--- src/rtl/pin_pair_pkg.sv ---
// Purpose: constants for the two-pin configuration block
// Assumes: one clock, master clock equal to clk
// Notes:   register index and byte address kept apart
//
// Summary of operation
// - spare fields are plain read/write storage with no effect on the pins
// - bits 9 and 8 set pin one and pin zero direction, one is output
// - input with format zero reports the static pin level
// - input with format one reports the level decoded from the pwm waveform
// - an output always drives a static level, never a pwm waveform
// - time base codes 0..3 select 16, 64, 256, 1024 master clocks
// - pin one time base in bits 7:6, pin zero in 5:4, inputs only
// - an output drives low for data bit zero and high for one
// - data bit writes on an input pin are stored with no effect
package pin_pair_pkg;

  // ---------------------------------------------------------------
  // register map
  // ---------------------------------------------------------------
  localparam logic [7:0]  CFG_INDEX   = 8'hC1;
  localparam logic [11:0] CFG_ADDR    = {2'h0, CFG_INDEX, 2'h0};
  localparam logic [11:0] STAT_ADDR   = 12'h308;
  localparam logic [14:0] CFG_RESET   = 15'h0000;
  localparam logic        CFG_TOP_BIT = 1'b1;
  localparam logic [1:0]  RESP_OKAY   = 2'h0;
  localparam logic [1:0]  RESP_SLVERR = 2'h2;

  // ---------------------------------------------------------------
  // field positions
  // ---------------------------------------------------------------
  localparam int FMT_LSB = 10;
  localparam int DIR_LSB = 8;
  localparam int TB1_LSB = 6;
  localparam int TB0_LSB = 4;
  localparam int DAT_LSB = 0;

  // ---------------------------------------------------------------
  // time base lengths in master clock periods
  // ---------------------------------------------------------------
  localparam logic [10:0] TB_LEN_0 = 11'h010;
  localparam logic [10:0] TB_LEN_1 = 11'h040;
  localparam logic [10:0] TB_LEN_2 = 11'h100;
  localparam logic [10:0] TB_LEN_3 = 11'h400;

  typedef enum {SEL_CFG, SEL_STAT, SEL_NONE} reg_sel_e;

  function automatic logic [10:0] tb_len(input logic [1:0] code);
    case (code)
      2'h0:    tb_len = TB_LEN_0;
      2'h1:    tb_len = TB_LEN_1;
      2'h2:    tb_len = TB_LEN_2;
      default: tb_len = TB_LEN_3;
    endcase
  endfunction

  function automatic reg_sel_e addr_sel(input logic [11:0] addr);
    if (addr == CFG_ADDR) begin
      addr_sel = SEL_CFG;
    end else if (addr == STAT_ADDR) begin
      addr_sel = SEL_STAT;
    end else begin
      addr_sel = SEL_NONE;
    end
  endfunction

endpackage

--- src/rtl/pwm_link_if.sv ---
// Purpose: link between the register block and one pwm decoder
// Assumes: one clock domain
// Notes:   one instance per pin
`timescale 1ns/1ns
interface pwm_link_if;
  logic       sample;
  logic       enable;
  logic [1:0] tb_code;
  logic       level;

  modport dec (input sample, input enable, input tb_code, output level);
  modport ctl (output sample, output enable, output tb_code, input level);
endinterface

--- src/rtl/pwm_level_decoder.sv ---
// Purpose: turn a pwm waveform into a logic level
// Assumes: sample synchronous to clk
// Notes:   level is the majority of samples over one time base window
`timescale 1ns/1ns
module pwm_level_decoder
  import pin_pair_pkg::*;
(
  input wire logic clk,
  input wire logic reset,
  pwm_link_if.dec  lnk
);

  logic [10:0] cnt_q;
  logic [10:0] hi_q;
  logic        level_q;
  logic [10:0] limit;
  logic [10:0] half;
  logic [10:0] hi_sum;

  assign limit  = tb_len(lnk.tb_code) - 11'h001;
  assign half   = tb_len(lnk.tb_code) >> 1;
  assign hi_sum = hi_q + {10'h000, lnk.sample};
  assign lnk.level = level_q;

  // ---------------------------------------------------------------
  // window counter
  // ---------------------------------------------------------------
  always_ff @(posedge clk or posedge reset) begin
    if (reset) begin
      cnt_q <= 11'h000;
      hi_q  <= 11'h000;
    end else if (!lnk.enable) begin
      cnt_q <= 11'h000;
      hi_q  <= 11'h000;
    end else if (cnt_q >= limit) begin
      cnt_q <= 11'h000;
      hi_q  <= 11'h000;
    end else begin
      cnt_q <= cnt_q + 11'h001;
      hi_q  <= hi_sum;
    end
  end

  // ---------------------------------------------------------------
  // decoded level
  // ---------------------------------------------------------------
  always_ff @(posedge clk or posedge reset) begin
    if (reset) begin
      level_q <= 1'b0;
    end else if (lnk.enable && cnt_q >= limit) begin
      level_q <= (hi_sum > half);
    end
  end
endmodule

--- src/rtl/pin_pair_config.sv ---
// Purpose: two general pins set by one configuration register
// Assumes: axi4-lite master, one write and one read at a time
// Notes:   pins sampled on clk, output enable high while driving
//
// The register offsets and register access over AXI4-Lite were left to the implementer.
`timescale 1ns/1ns
module pin_pair_config
  import pin_pair_pkg::*;
(
  input  wire logic        clk,
  input  wire logic        reset,
  input  wire logic [11:0] s_axi_awaddr,
  input  wire logic        s_axi_awvalid,
  output logic             s_axi_awready,
  input  wire logic [31:0] s_axi_wdata,
  input  wire logic [3:0]  s_axi_wstrb,
  input  wire logic        s_axi_wvalid,
  output logic             s_axi_wready,
  output logic [1:0]       s_axi_bresp,
  output logic             s_axi_bvalid,
  input  wire logic        s_axi_bready,
  input  wire logic [11:0] s_axi_araddr,
  input  wire logic        s_axi_arvalid,
  output logic             s_axi_arready,
  output logic [31:0]      s_axi_rdata,
  output logic [1:0]       s_axi_rresp,
  output logic             s_axi_rvalid,
  input  wire logic        s_axi_rready,
  input  wire logic [1:0]  pin_in,
  output logic [1:0]       pin_out,
  output logic [1:0]       pin_oe
);

  logic [14:0] cfg_q;
  logic [1:0]  sense_q;
  logic        bvalid_q;
  logic [1:0]  bresp_q;
  logic        rvalid_q;
  logic [1:0]  rresp_q;
  logic [31:0] rdata_q;
  logic        wr_go;
  logic        rd_go;
  logic [1:0]  dec_level;
  logic [1:0]  direction;
  logic [1:0]  in_format;
  logic [1:0]  out_value;

  assign direction = cfg_q[DIR_LSB +: 2];
  assign in_format = cfg_q[FMT_LSB +: 2];
  assign out_value = cfg_q[DAT_LSB +: 2];

  // ---------------------------------------------------------------
  // write channel
  // ---------------------------------------------------------------
  assign wr_go         = s_axi_awvalid && s_axi_wvalid && !bvalid_q;
  assign s_axi_awready = wr_go;
  assign s_axi_wready  = wr_go;
  assign s_axi_bvalid  = bvalid_q;
  assign s_axi_bresp   = bresp_q;

  always_ff @(posedge clk or posedge reset) begin
    if (reset) begin
      cfg_q <= CFG_RESET;
    end else if (wr_go && addr_sel(s_axi_awaddr) == SEL_CFG) begin
      // spare, time base and data bits stored as written
      if (s_axi_wstrb[0]) begin
        cfg_q[7:0] <= s_axi_wdata[7:0];
      end
      if (s_axi_wstrb[1]) begin
        cfg_q[14:8] <= s_axi_wdata[14:8];
      end
    end
  end

  always_ff @(posedge clk or posedge reset) begin
    if (reset) begin
      bvalid_q <= 1'b0;
      bresp_q  <= RESP_OKAY;
    end else if (wr_go) begin
      bvalid_q <= 1'b1;
      bresp_q  <= (addr_sel(s_axi_awaddr) == SEL_CFG) ? RESP_OKAY
                                                       : RESP_SLVERR;
    end else if (s_axi_bready) begin
      bvalid_q <= 1'b0;
    end
  end

  // ---------------------------------------------------------------
  // read channel
  // ---------------------------------------------------------------
  assign rd_go         = s_axi_arvalid && !rvalid_q;
  assign s_axi_arready = !rvalid_q;
  assign s_axi_rvalid  = rvalid_q;
  assign s_axi_rresp   = rresp_q;
  assign s_axi_rdata   = rdata_q;

  always_ff @(posedge clk or posedge reset) begin
    if (reset) begin
      rvalid_q <= 1'b0;
      rresp_q  <= RESP_OKAY;
      rdata_q  <= 32'h0000_0000;
    end else if (rd_go) begin
      rvalid_q <= 1'b1;
      rresp_q  <= RESP_OKAY;
      if (addr_sel(s_axi_araddr) == SEL_CFG) begin
        rdata_q <= {16'h0000, CFG_TOP_BIT, cfg_q};
      end else if (addr_sel(s_axi_araddr) == SEL_STAT) begin
        rdata_q <= {30'h0000_0000, sense_q};
      end else begin
        rdata_q <= 32'h0000_0000;
        rresp_q <= RESP_SLVERR;
      end
    end else if (s_axi_rready) begin
      rvalid_q <= 1'b0;
    end
  end

  // ---------------------------------------------------------------
  // pin drivers
  // ---------------------------------------------------------------
  always_ff @(posedge clk or posedge reset) begin
    if (reset) begin
      pin_oe  <= 2'h0;
      pin_out <= 2'h0;
    end else begin
      pin_oe  <= direction;
      pin_out <= out_value;  // static level only
    end
  end

  // ---------------------------------------------------------------
  // per pin sensing
  // ---------------------------------------------------------------
  for (genvar i = 0; i < 2; i++) begin : g_pin
    pwm_link_if lnk ();

    assign lnk.sample  = pin_in[i];
    assign lnk.enable  = !direction[i] && in_format[i];
    assign lnk.tb_code = (i == 1) ? cfg_q[TB1_LSB +: 2]
                                  : cfg_q[TB0_LSB +: 2];
    assign dec_level[i] = lnk.level;

    pwm_level_decoder u_dec (
      .clk   (clk),
      .reset (reset),
      .lnk   (lnk)
    );
  end

  // ---------------------------------------------------------------
  // sensed value, one process for both bits
  // ---------------------------------------------------------------
  always_ff @(posedge clk or posedge reset) begin
    if (reset) begin
      sense_q <= 2'h0;
    end else begin
      for (int i = 0; i < 2; i++) begin
        if (direction[i]) begin
          sense_q[i] <= out_value[i];
        end else if (in_format[i]) begin
          sense_q[i] <= dec_level[i];
        end else begin
          sense_q[i] <= pin_in[i];
        end
      end
    end
  end
endmodule

--- config.mk ---
export PLATFORM = sky130hd
export DESIGN_NAME = pin_pair_config
export DESIGN_NICKNAME = d
export VERILOG_FILES = /design/src/rtl/pin_pair_pkg.sv /design/src/rtl/pwm_link_if.sv /design/src/rtl/pwm_level_decoder.sv /design/src/rtl/pin_pair_config.sv
export SDC_FILE = /design/constraint.sdc
export NUM_CORES = 1
export LEC_CHECK = 0
export ABC_AREA = 1
export BUFFER_PORTS_ARGS = -buffer_cell sky130_fd_sc_hd__buf_2
export CORE_MARGIN = 2
export CORE_UTILIZATION = 50
export DETAILED_ROUTE_END_ITERATION = 6
export PLACE_DENSITY = 0.74
export SKIP_CTS_REPAIR_TIMING = 1
export SYNTH_ARGS = -nofsm -noshare
export SYNTH_HDL_FRONTEND = slang
export SYNTH_SLANG_ARGS = --single-unit
export TNS_END_PERCENT = 10
--- constraint.sdc ---
create_clock -name clk -period 3.12 [get_ports clk]
set_input_delay 0.468 -clock clk [delete_from_list [all_inputs] [get_ports clk]]
set_output_delay 0.468 -clock clk [all_outputs]
set_load 0.05 [all_outputs]
==> results.json, run 1 <==
{
  "number_of_violations_of_the_max_capacitance_limit": 0,
  "post-route-util_pct": 57.6,
  "gp_routability_congestion": 0.827,
  "nets": 757,
  "floorplan.rows": 35,
  "timing.hold.ws_ns": 0.274,
  "yosys_warnings": 0,
  "finalCriticalPeriod_ns": 2.36,
  "vias_per_cell": 4.95,
  "hold_path.class": "in -> reg",
  "gate_count_of_the_mapped_netlist": 591,
  "fill_cells": 867,
  "slowest_stage": "sky130_fd_sc_hd__nor3b_1",
  "postLayoutSetupSlackWorst_ns": 0.764,
  "report.final.setup_viol": 0,
  "mostFrequentLayoutCell": "sky130_fd_sc_hd__nand2_1",
  "synthToLayoutAreaGrowth_pct": 11.9,
  "synth_unique_cells": 31,
  "clk_pin_slew_ns": 0.10,
  "clk_latency_ns": 0.36,
  "synth_area_per_cell_um2": 8.00,
  "num_antenna_cells": 0,
  "clock_sink_count": 87,
  "detailedPlace.worstSlack_ns": 0.480,
  "worst-slew-pin-transition_ns": 1.05,
  "floorplan.die.height_um": 101,
  "worst_ir_drop_vdd_mv": 0.176,
  "outcome": "finished clean",
  "wl_um": 9490,
  "postSynthRegisterBits": 87,
  "htree_num_levels": 3,
  "timing.critical_path.fanout_max": 4,
  "leakage_power_nw": 2.78,
  "ctsRootBufferMaster": "sky130_fd_sc_hd__clkbuf_8",
  "grt.overflow.total": 0,
  "post_layout_nonfiller_instances": 784,
  "synth_largest_area_cell": "sky130_fd_sc_hd__dfrtp_1",
  "timing.clock.skew_ns": 0.0177,
  "layout_worst_path_cycle_share_pct": 75.5,
  "placed_cell_areas_um2": 5120,
  "cts.path.max_buffers": 2,
  "layout-drive-gt1-share_pct": 15.8,
  "global_route.usage.total_pct": 20.1,
  "drt_iter0_drc": 150,
  "multi_input_area_um2": 2160,
  "critical_path.max_stage_delay_ns": 0.36,
  "power.density_cell_area_nw_per_um2": 380,
  "coreArea_um2": 9200,
  "slew_violations": 0,
  "setup.worst_path.start_class": "flip-flop",
  "critical_path.n_buffers_inverters": 1,
  "clock.fmax_mhz": 425,
  "via_count": 3883,
  "die_area_um2": 10300,
  "final-hold-violation-count": 0,
  "critical_path.top_delay_family": "simple AND/OR/NAND/NOR gates",
  "detail_route.first_pass.iterations": 4,
  "fin_setup_tns_ns": 0,
  "wl_per_cell_um": 12.1,
  "syn_area_um2": 4730,
  "worst_ep_required_time_ns": 3.38,
  "drc_errors": 0,
  "register_area_um2": 2180,
  "first_global_vias": 3879,
  "placed_cell_count": 768,
  "antenna_violations_before_repair": 0,
  "worst-endpoint-arrival_ns": 2.61,
  "yosys.area.top_type_share_pct": 46.0,
  "cts_inserted_buffers": 9,
  "finalInstanceArea_um2": 5290,
  "grt_setup_unrepaired": "no",
  "critical_path.endpoint_type": "flip-flop",
  "setup.worst_path.class": "reg -> reg",
  "layout.cells.most_common_list": "sky130_fd_sc_hd__nand2_1, sky130_fd_sc_hd__nor2_1, sky130_fd_sc_hd__dfrtp_1, sky130_fd_sc_hd__buf_2, sky130_fd_sc_hd__inv_1",
  "slew-limit-headroom_pct": 30.2,
  "setup.reg_to_reg.worst_slack_ns": 0.76,
  "grt_pass1_wl_um": 16700,
  "synth.top_cells.by_area": "sky130_fd_sc_hd__dfrtp_1, sky130_fd_sc_hd__nand2_1, sky130_fd_sc_hd__nor2_1",
  "pin_count_of_the_biggest_net_entering_global_routing": 63,
  "report.power.total_mw": 2.01,
  "path_cells": "ha_1, nand4_1, nor3b_1, xnor2_1, inv_1, ha_1, nand4_1, nor2_1, nand2_1, nor2_1, nand2_1, nor2_1, nor2_1, nand2_1, nand2_1",
  "floorplan.die.width_um": 101,
  "cts_tree": "built",
  "design.portCount": 114,
  "drtAntennaViolNets": 0,
  "floorplan.initialDensity_pct": 51.4,
  "io_buffers": 76,
  "synth.yosys.seq_area_share_pct": 46.0,
  "post-dp-hpwl_um": 7220
}
-- registers in the layout (all words and copies together) (netlist names) --
name / count
cfg_q: 15
s_axi_rdata: 16
s_axi_bvalid: 1
sense_q: 2
s_axi_rresp: 1
pin_out: 2
g_pin.u_dec.hi_q: 22
g_pin.u_dec.lnk.level: 2
s_axi_rvalid: 1
pin_oe: 2
g_pin.u_dec.cnt_q: 22
s_axi_bresp: 1
-- power breakdown --
part           switching, mW  total, mW  internal (mW)  leakage [nW]
clock                  0.420      0.712          0.292        0.0789
combinational          0.131      0.168         0.0372          1.51
sequential           0.00223       1.13           1.13          1.19
-- layout make-up --
type	instances	share of cell area, %
repair buffers	80	7.75
flip-flops and latches	87	41.1
well taps	111	2.62
clock inverters	6	0.851
clock buffers	10	2.41
inverters	63	4.49
multi-input cells	427	40.7
-- layer usage --
metal  vias to the layer above  share of wire [%]  global-route usage (%)
met5                         -                  0                       0
met4                         0               0.87                    4.26
met3                        11                4.8                    4.69
met2                        82                 50                    36.1
met1                      1810                 44                    24.8
li1                       1980                  -                       -
-- synth_stat cells (all sizes together) --
cell type and number:
buf 28, o211ai 1, dfrtp 87, o21ai 16
a21oi 6, nand3 48, o22ai 1, nor2 96
nand2 164, xnor2 6, inv 63, nor3b 5
clkbuf 3, nand4 12, conb 1, nand3b 7
a31oi 1, xor2 17, nor4 3, and2 1
or2 1, nor3 4, ha 20
-- kinds of logic (layout without fill, tap and decap cells) --
family | count (synthesis) | after routing | synth area share [%]
other | 1 | 18 | 0.0793
AO/OA/AOI/OAI | 25 | 25 | 2.91
AND/OR/NAND/NOR | 341 | 341 | 31.7
adder cells (fa/ha/maj) | 20 | 20 | 5.29
XOR/XNOR | 23 | 23 | 4.26
buffers and inverters | 94 | 159 | 9.74
flip-flops | 87 | 87 | 46.0
-- final timing paths --
kind	start	endpoint	cells after the start
setup / recovery	g_pin[0].u_dec.hi_q[0]	g_pin[0].u_dec.lnk.level	15
hold / removal	s_axi_rready	s_axi_rvalid	2
setup reg to reg	g_pin[0].u_dec.hi_q[0]	g_pin[0].u_dec.lnk.level	15
hold reg to reg	cfg_q[0]	pin_out[0]	0
max in group asynchronous	reset	pin_out[0]	3
min in group asynchronous	reset	g_pin[1].u_dec.cnt_q[6]	2
No activity file was read; power rests on OpenSTA's default activity.
==> run 2: changes to the inputs <==
--- a/config.mk
+++ b/config.mk
@@ -8,9 +8,9 @@
 export ABC_AREA = 1
 export BUFFER_PORTS_ARGS = -buffer_cell sky130_fd_sc_hd__buf_2
 export CORE_MARGIN = 2
-export CORE_UTILIZATION = 50
+export CORE_UTILIZATION = 49
 export DETAILED_ROUTE_END_ITERATION = 6
-export PLACE_DENSITY = 0.74
+export PLACE_DENSITY = 0.76
 export SKIP_CTS_REPAIR_TIMING = 1
 export SYNTH_ARGS = -nofsm -noshare
 export SYNTH_HDL_FRONTEND = slang
==> constraint.sdc (replaced) <==
create_clock -name clk -period 1.9 [get_ports clk]
set_input_delay 0.285 -clock clk [delete_from_list [all_inputs] [get_ports clk]]
set_output_delay 0.285 -clock clk [all_outputs]
set_load 0.05 [all_outputs]
==> run 2 against run 1 <==
Against the previous run:
- the run now ends with negative hold slack, negative setup slack left
- critical path depth did not move
- largest cell class is now multi-input combinational cells
- non-clock buffer count rose by 40
- flip-flop and latch count did not move
- register-to-register slack got worse by 1.1 ns
- highest routed layer unchanged
- die area rose by 2.0%
- sequential power rose by 65%
- global-route usage rose by 0.56 points
- setup slack got worse by 1.1 ns
- final cell count rose by 7.4%
- sequential share of layout area fell by 3.5 points
- routed wire length rose by 10%
==> results.json, run 2 (synthesized netlist as in run 1, its figures left out) <==
{
  "outcome": "finished with violations",
  "violations": "negative hold slack, negative setup slack",
  "gp_routability_congestion": 0.883,
  "pin_count_of_the_biggest_net_entering_global_routing": 42,
  "grt_setup_unrepaired": "yes",
  "layout-drive-gt1-share_pct": 22.4,
  "global_route.usage.total_pct": 20.7,
  "slowest_stage": "sky130_fd_sc_hd__dfrtp_1",
  "report.final.setup_viol": 2,
  "grt.overflow.total": 0,
  "design.portCount": 114,
  "finalCriticalPeriod_ns": 2.24,
  "cts_tree": "built",
  "antenna_violations_before_repair": 0,
  "via_count": 4094,
  "worst-endpoint-arrival_ns": 2.50,
  "clk_pin_slew_ns": 0.09,
  "floorplan.die.height_um": 102,
  "final-hold-violation-count": 21,
  "wl_per_cell_um": 12.5,
  "num_antenna_cells": 0,
  "postLayoutSetupSlackWorst_ns": -0.337,
  "slew-limit-headroom_pct": 61.8,
  "cts_inserted_buffers": 9,
  "drt_iter0_drc": 181,
  "detail_route.first_pass.iterations": 5,
  "fin_setup_tns_ns": -0.588,
  "report.power.total_mw": 3.48,
  "ctsRootBufferMaster": "sky130_fd_sc_hd__clkbuf_8",
  "timing.critical_path.fanout_max": 2,
  "layout.cells.most_common_list": "sky130_fd_sc_hd__nand2_1, sky130_fd_sc_hd__nor2_1, sky130_fd_sc_hd__dfrtp_1, sky130_fd_sc_hd__buf_2, sky130_fd_sc_hd__inv_1",
  "clock.fmax_mhz": 447,
  "clk_latency_ns": 0.36,
  "layout_worst_path_cycle_share_pct": 118,
  "floorplan.initialDensity_pct": 50.9,
  "drtAntennaViolNets": 0,
  "cts.path.max_buffers": 2,
  "coreArea_um2": 9280,
  "worst-slew-pin-transition_ns": 0.571,
  "critical_path.max_stage_delay_ns": 0.36,
  "hold_path.class": "in -> async",
  "detailedPlace.worstSlack_ns": -0.397,
  "clock_sink_count": 87,
  "wl_um": 10500,
  "number_of_violations_of_the_max_capacitance_limit": 0,
  "vias_per_cell": 4.86,
  "leakage_power_nw": 3.02,
  "post-dp-hpwl_um": 7980,
  "setup.worst_path.start_class": "flip-flop",
  "worst_ir_drop_vdd_mv": 0.492,
  "synthToLayoutAreaGrowth_pct": 22.4,
  "timing.hold.ws_ns": -0.0264,
  "worst_ep_required_time_ns": 2.16,
  "critical_path.n_buffers_inverters": 1,
  "grt_pass1_wl_um": 17200,
  "critical_path.top_delay_family": "simple AND/OR/NAND/NOR gates",
  "first_global_vias": 3917,
  "timing.clock.skew_ns": 0.0119,
  "io_buffers": 76,
  "mostFrequentLayoutCell": "sky130_fd_sc_hd__nand2_1",
  "power.density_cell_area_nw_per_um2": 602,
  "setup.reg_to_reg.worst_slack_ns": -0.34,
  "slew_violations": 0,
  "path_cells": "ha_2, nand4_1, nor3b_2, xnor2_1, inv_1, ha_4, nand4_1, nor2_1, nand2_1, nor2_1, nand2_1, nor2_1, nor2_1, nand2_1, nand2_1",
  "floorplan.die.width_um": 102,
  "die_area_um2": 10500,
  "setup.worst_path.class": "reg -> reg",
  "floorplan.rows": 35,
  "nets": 797,
  "htree_num_levels": 3,
  "drc_errors": 0,
  "critical_path.endpoint_type": "flip-flop"
}
run 2: worst paths after layout:
check / from / end / depth (start not counted)
worst max register to register: g_pin[1].u_dec.hi_q[0] / g_pin[1].u_dec.lnk.level / 15
max in group asynchronous: reset / cfg_q[3] / 3
min in group clk: s_axi_bready / s_axi_bvalid / 2
worst max-delay path: g_pin[1].u_dec.hi_q[0] / g_pin[1].u_dec.lnk.level / 15
worst min register to register: cfg_q[0] / pin_out[0] / 0
worst min-delay path: reset / g_pin[0].u_dec.hi_q[2] / 2
run 2: area by class of cell:
class / count / area, um2
timing repair buffer: 120 / 764
fill: 815 / 3500
multi-input combinational: 427 / 2240
inverter: 63 / 240
tap: 129 / 161
clock buffer: 9 / 124
clock inverter: 7 / 80.1
sequential: 87 / 2180
run 2: power breakdown:
group          switching, mW  internal (mW)  total [mW]
logic                  0.220         0.0707       0.290
clock network          0.706          0.624        1.33
registers            0.00386           1.86        1.86
total                  0.930           2.55        3.48
run 2: worst reg2reg max path: cells and delay by family, from the launching register on:
| kind | cells | cell delay [ns] |
|---|---|---|
| simple gates | 11 | 1.03 |
| fa+ha+maj | 2 | 0.47 |
| buf+inv | 1 | 0.10 |
| xor+xnor | 1 | 0.17 |
| flops | 1 | 0.36 |
run 2: routing by layer:
metal / track usage [%] / vias to the layer above / part of all wire [%]
li1: - / 2058 / -
met1: 26.6 / 1944 / 44
met2: 36.2 / 79 / 51
met3: 3.28 / 13 / 3.3
met4: 5.85 / 0 / 1.2
met5: 0 / - / 0
run 2: through the flow:
| step | cell area, um2 | util, % | hold WS, ns | instances |
|---|---|---|---|---|
| 2_1_floorplan | 4800 | - | 0.374 | 608 |
| 3_3_place_gp | 5470 | 58.9 | 0.365 | 822 |
| 3_5_place_dp | 5470 | 58.9 | 0.367 | 822 |
| 4_1_cts | 5670 | 61.1 | -0.0209 | 838 |
| 5_1_grt | 5790 | 62.3 | 0.0167 | 842 |
| 6_report | 5790 | 62.3 | -0.0264 | 842 |
==> run 3: changes to the inputs <==
--- a/config.mk
+++ b/config.mk
@@ -8,9 +8,9 @@
 export ABC_AREA = 1
 export BUFFER_PORTS_ARGS = -buffer_cell sky130_fd_sc_hd__buf_2
 export CORE_MARGIN = 2
-export CORE_UTILIZATION = 49
+export CORE_UTILIZATION = 50
 export DETAILED_ROUTE_END_ITERATION = 6
-export PLACE_DENSITY = 0.76
+export PLACE_DENSITY = 0.74
 export SKIP_CTS_REPAIR_TIMING = 1
 export SYNTH_ARGS = -nofsm -noshare
 export SYNTH_HDL_FRONTEND = slang
==> constraint.sdc (replaced) <==
create_clock -name clk -period 2.59 [get_ports clk]
set_input_delay 0.3885 -clock clk [delete_from_list [all_inputs] [get_ports clk]]
set_output_delay 0.3885 -clock clk [all_outputs]
set_load 0.05 [all_outputs]
==> run 3 against run 2 <==
Against the previous run:
- routed wire length shrank 11%
- highest routed layer unchanged
- critical endpoint unchanged
- clock skew increased by 0.0033 ns
- sequential power decreased by 26%
- sequential share of layout area grew 3.2 points
- non-clock buffer count down 36
- critical path type unchanged
- global-route usage is 1.1 points lower
- clock power shrank 34%
- utilization decreased by 4.3 points
- largest cell class is now flip-flops and latches
- worst hold slack better by 0.062 ns
- the flow now finishes without violations
- critical path depth did not move
- setup slack gained 0.64 ns
- first-iteration DRC count fell by 15%
==> results.json, run 3 (synthesized netlist as in run 1, its figures left out) <==
{
  "outcome": "finished clean",
  "placed_cell_areas_um2": 5150,
  "number_of_violations_of_the_max_capacitance_limit": 0,
  "via_count": 3893,
  "setup.worst_path.class": "reg -> reg",
  "clk_pin_slew_ns": 0.10,
  "timing.hold.ws_ns": 0.0355,
  "design.portCount": 114,
  "detail_route.first_pass.iterations": 4,
  "finalCriticalPeriod_ns": 2.28,
  "worstReg2RegStart": "g_pin[1].u_dec.hi_q[0]",
  "first_global_vias": 3809,
  "leakage_power_nw": 2.80,
  "nets": 761,
  "final-hold-violation-count": 0,
  "report.power.total_mw": 2.45,
  "hold_path.class": "in -> async",
  "drtAntennaViolNets": 0,
  "cts_inserted_buffers": 9,
  "io_buffers": 76,
  "drc_errors": 0,
  "setup.worst_path.start_class": "flip-flop",
  "critical_path.reg2reg.endpoint": "g_pin[1].u_dec.lnk.level",
  "rr_worst_depth": 15,
  "wl_per_cell_um": 11.9,
  "pin_count_of_the_biggest_net_entering_global_routing": 32,
  "floorplan.die.width_um": 101,
  "gp_routability_congestion": 0.826,
  "cts.path.max_buffers": 2,
  "num_antenna_cells": 0,
  "floorplan.die.height_um": 101,
  "antenna_violations_before_repair": 0,
  "critical_path.endpoint_type": "flip-flop",
  "slew_violations": 0,
  "clock.fmax_mhz": 438,
  "grt.overflow.total": 0,
  "report.final.setup_viol": 0,
  "die_area_um2": 10300,
  "layout.cells.most_common_list": "sky130_fd_sc_hd__nand2_1, sky130_fd_sc_hd__nor2_1, sky130_fd_sc_hd__dfrtp_1, sky130_fd_sc_hd__buf_2, sky130_fd_sc_hd__inv_1",
  "timing.critical_path.fanout_max": 3,
  "mostFrequentLayoutCell": "sky130_fd_sc_hd__nand2_1",
  "layout_worst_path_cycle_share_pct": 88.2,
  "global_route.usage.total_pct": 19.5,
  "htree_num_levels": 3,
  "floorplan.rows": 35,
  "grt_setup_unrepaired": "no",
  "grt_util_met3_pct": 3.38,
  "groute.layer.met2.usage_pct": 35.1,
  "worst_ep_required_time_ns": 2.85,
  "grt_pass1_wl_um": 16200,
  "worst-endpoint-arrival_ns": 2.54,
  "drt_iter0_drc": 154,
  "floorplan.initialDensity_pct": 51.4,
  "synthToLayoutAreaGrowth_pct": 12.8,
  "layout-drive-gt1-share_pct": 16.3,
  "vias_per_cell": 4.95,
  "ctsRootBufferMaster": "sky130_fd_sc_hd__clkbuf_8",
  "globalRouteMet1Util_pct": 24.3,
  "worst_ir_drop_vdd_mv": 0.255,
  "wl_um": 9340,
  "clock_sink_count": 87,
  "setup.reg_to_reg.worst_slack_ns": 0.31,
  "fin_setup_tns_ns": 0,
  "clk_latency_ns": 0.36,
  "post-dp-hpwl_um": 7320,
  "cts_tree": "built",
  "most_heavily_used_metal_layer_in_global_routing": "met2",
  "timing.critical_path.from": "g_pin[1].u_dec.hi_q[0]",
  "finalInstanceArea_um2": 5330,
  "power.density_cell_area_nw_per_um2": 460,
  "timing.clock.skew_ns": 0.0152,
  "coreArea_um2": 9200
}
[run 3: worst max path at each step]
stage	depth (start not counted)	slack (ns)	to
2_1_floorplan	15	0.42	g_pin[0].u_dec.lnk.level
3_3_place_gp	16	0.17	g_pin[0].u_dec.lnk.level
3_5_place_dp	16	0.13	g_pin[0].u_dec.lnk.level
4_1_cts	15	0.31	g_pin[0].u_dec.lnk.level
5_1_grt	15	0.04	g_pin[0].u_dec.lnk.level
6_report	15	0.31	g_pin[1].u_dec.lnk.level
[run 3: worst max-delay path, cell delays in order, from the launching register on]
cell	delay, ns
sky130_fd_sc_hd__dfrtp_1	0.34
sky130_fd_sc_hd__ha_1	0.19
sky130_fd_sc_hd__nand4_1	0.14
sky130_fd_sc_hd__nor3b_1	0.32
sky130_fd_sc_hd__xnor2_1	0.18
sky130_fd_sc_hd__inv_1	0.07
sky130_fd_sc_hd__ha_1	0.30
sky130_fd_sc_hd__nand4_1	0.10
sky130_fd_sc_hd__nor2_1	0.09
sky130_fd_sc_hd__nand2_1	0.06
sky130_fd_sc_hd__nor2_1	0.10
sky130_fd_sc_hd__nand2_1	0.06
sky130_fd_sc_hd__nor2_1	0.10
sky130_fd_sc_hd__nor2_1	0.05
sky130_fd_sc_hd__nand2_1	0.05
sky130_fd_sc_hd__nand2_1	0.04
[run 3: power by group]
| group | leakage [nW] | switching [mW] | total, mW | internal, mW |
|---|---|---|---|---|
| logic | 1.53 | 0.157 | 0.203 | 0.0460 |
| registers | 1.19 | 0.00266 | 1.37 | 1.36 |
| clock network | 0.0865 | 0.505 | 0.884 | 0.379 |
[run 3: layout make-up]
type                    count  area [um2]
inverters                  63         240
fillers                   864        3860
clock inverters             5        43.8
clock buffers              10         138
repair buffers             84         440
flip-flops and latches     87        2180
well taps                 111         139
multi-input cells         427        2160
[run 3: stage by stage]
step,cells,utilization (%),setup WS (ns)
final,787,58.0,0.306
after global routing,787,58.0,0.0431
after CTS,787,58.0,0.308
after detailed placement,772,56.0,0.133
after global placement,772,56.0,0.172
after floorplan,608,-,0.416
[run 3: routing by layer]
layer / vias up / wire, um / share of wire [%]
met2: 72 / 4770 / 51
li1: 1989 / - / -
met3: 9 / 361 / 3.9
met1: 1823 / 4130 / 44
met5: - / 0 / 0
met4: 0 / 82 / 0.88
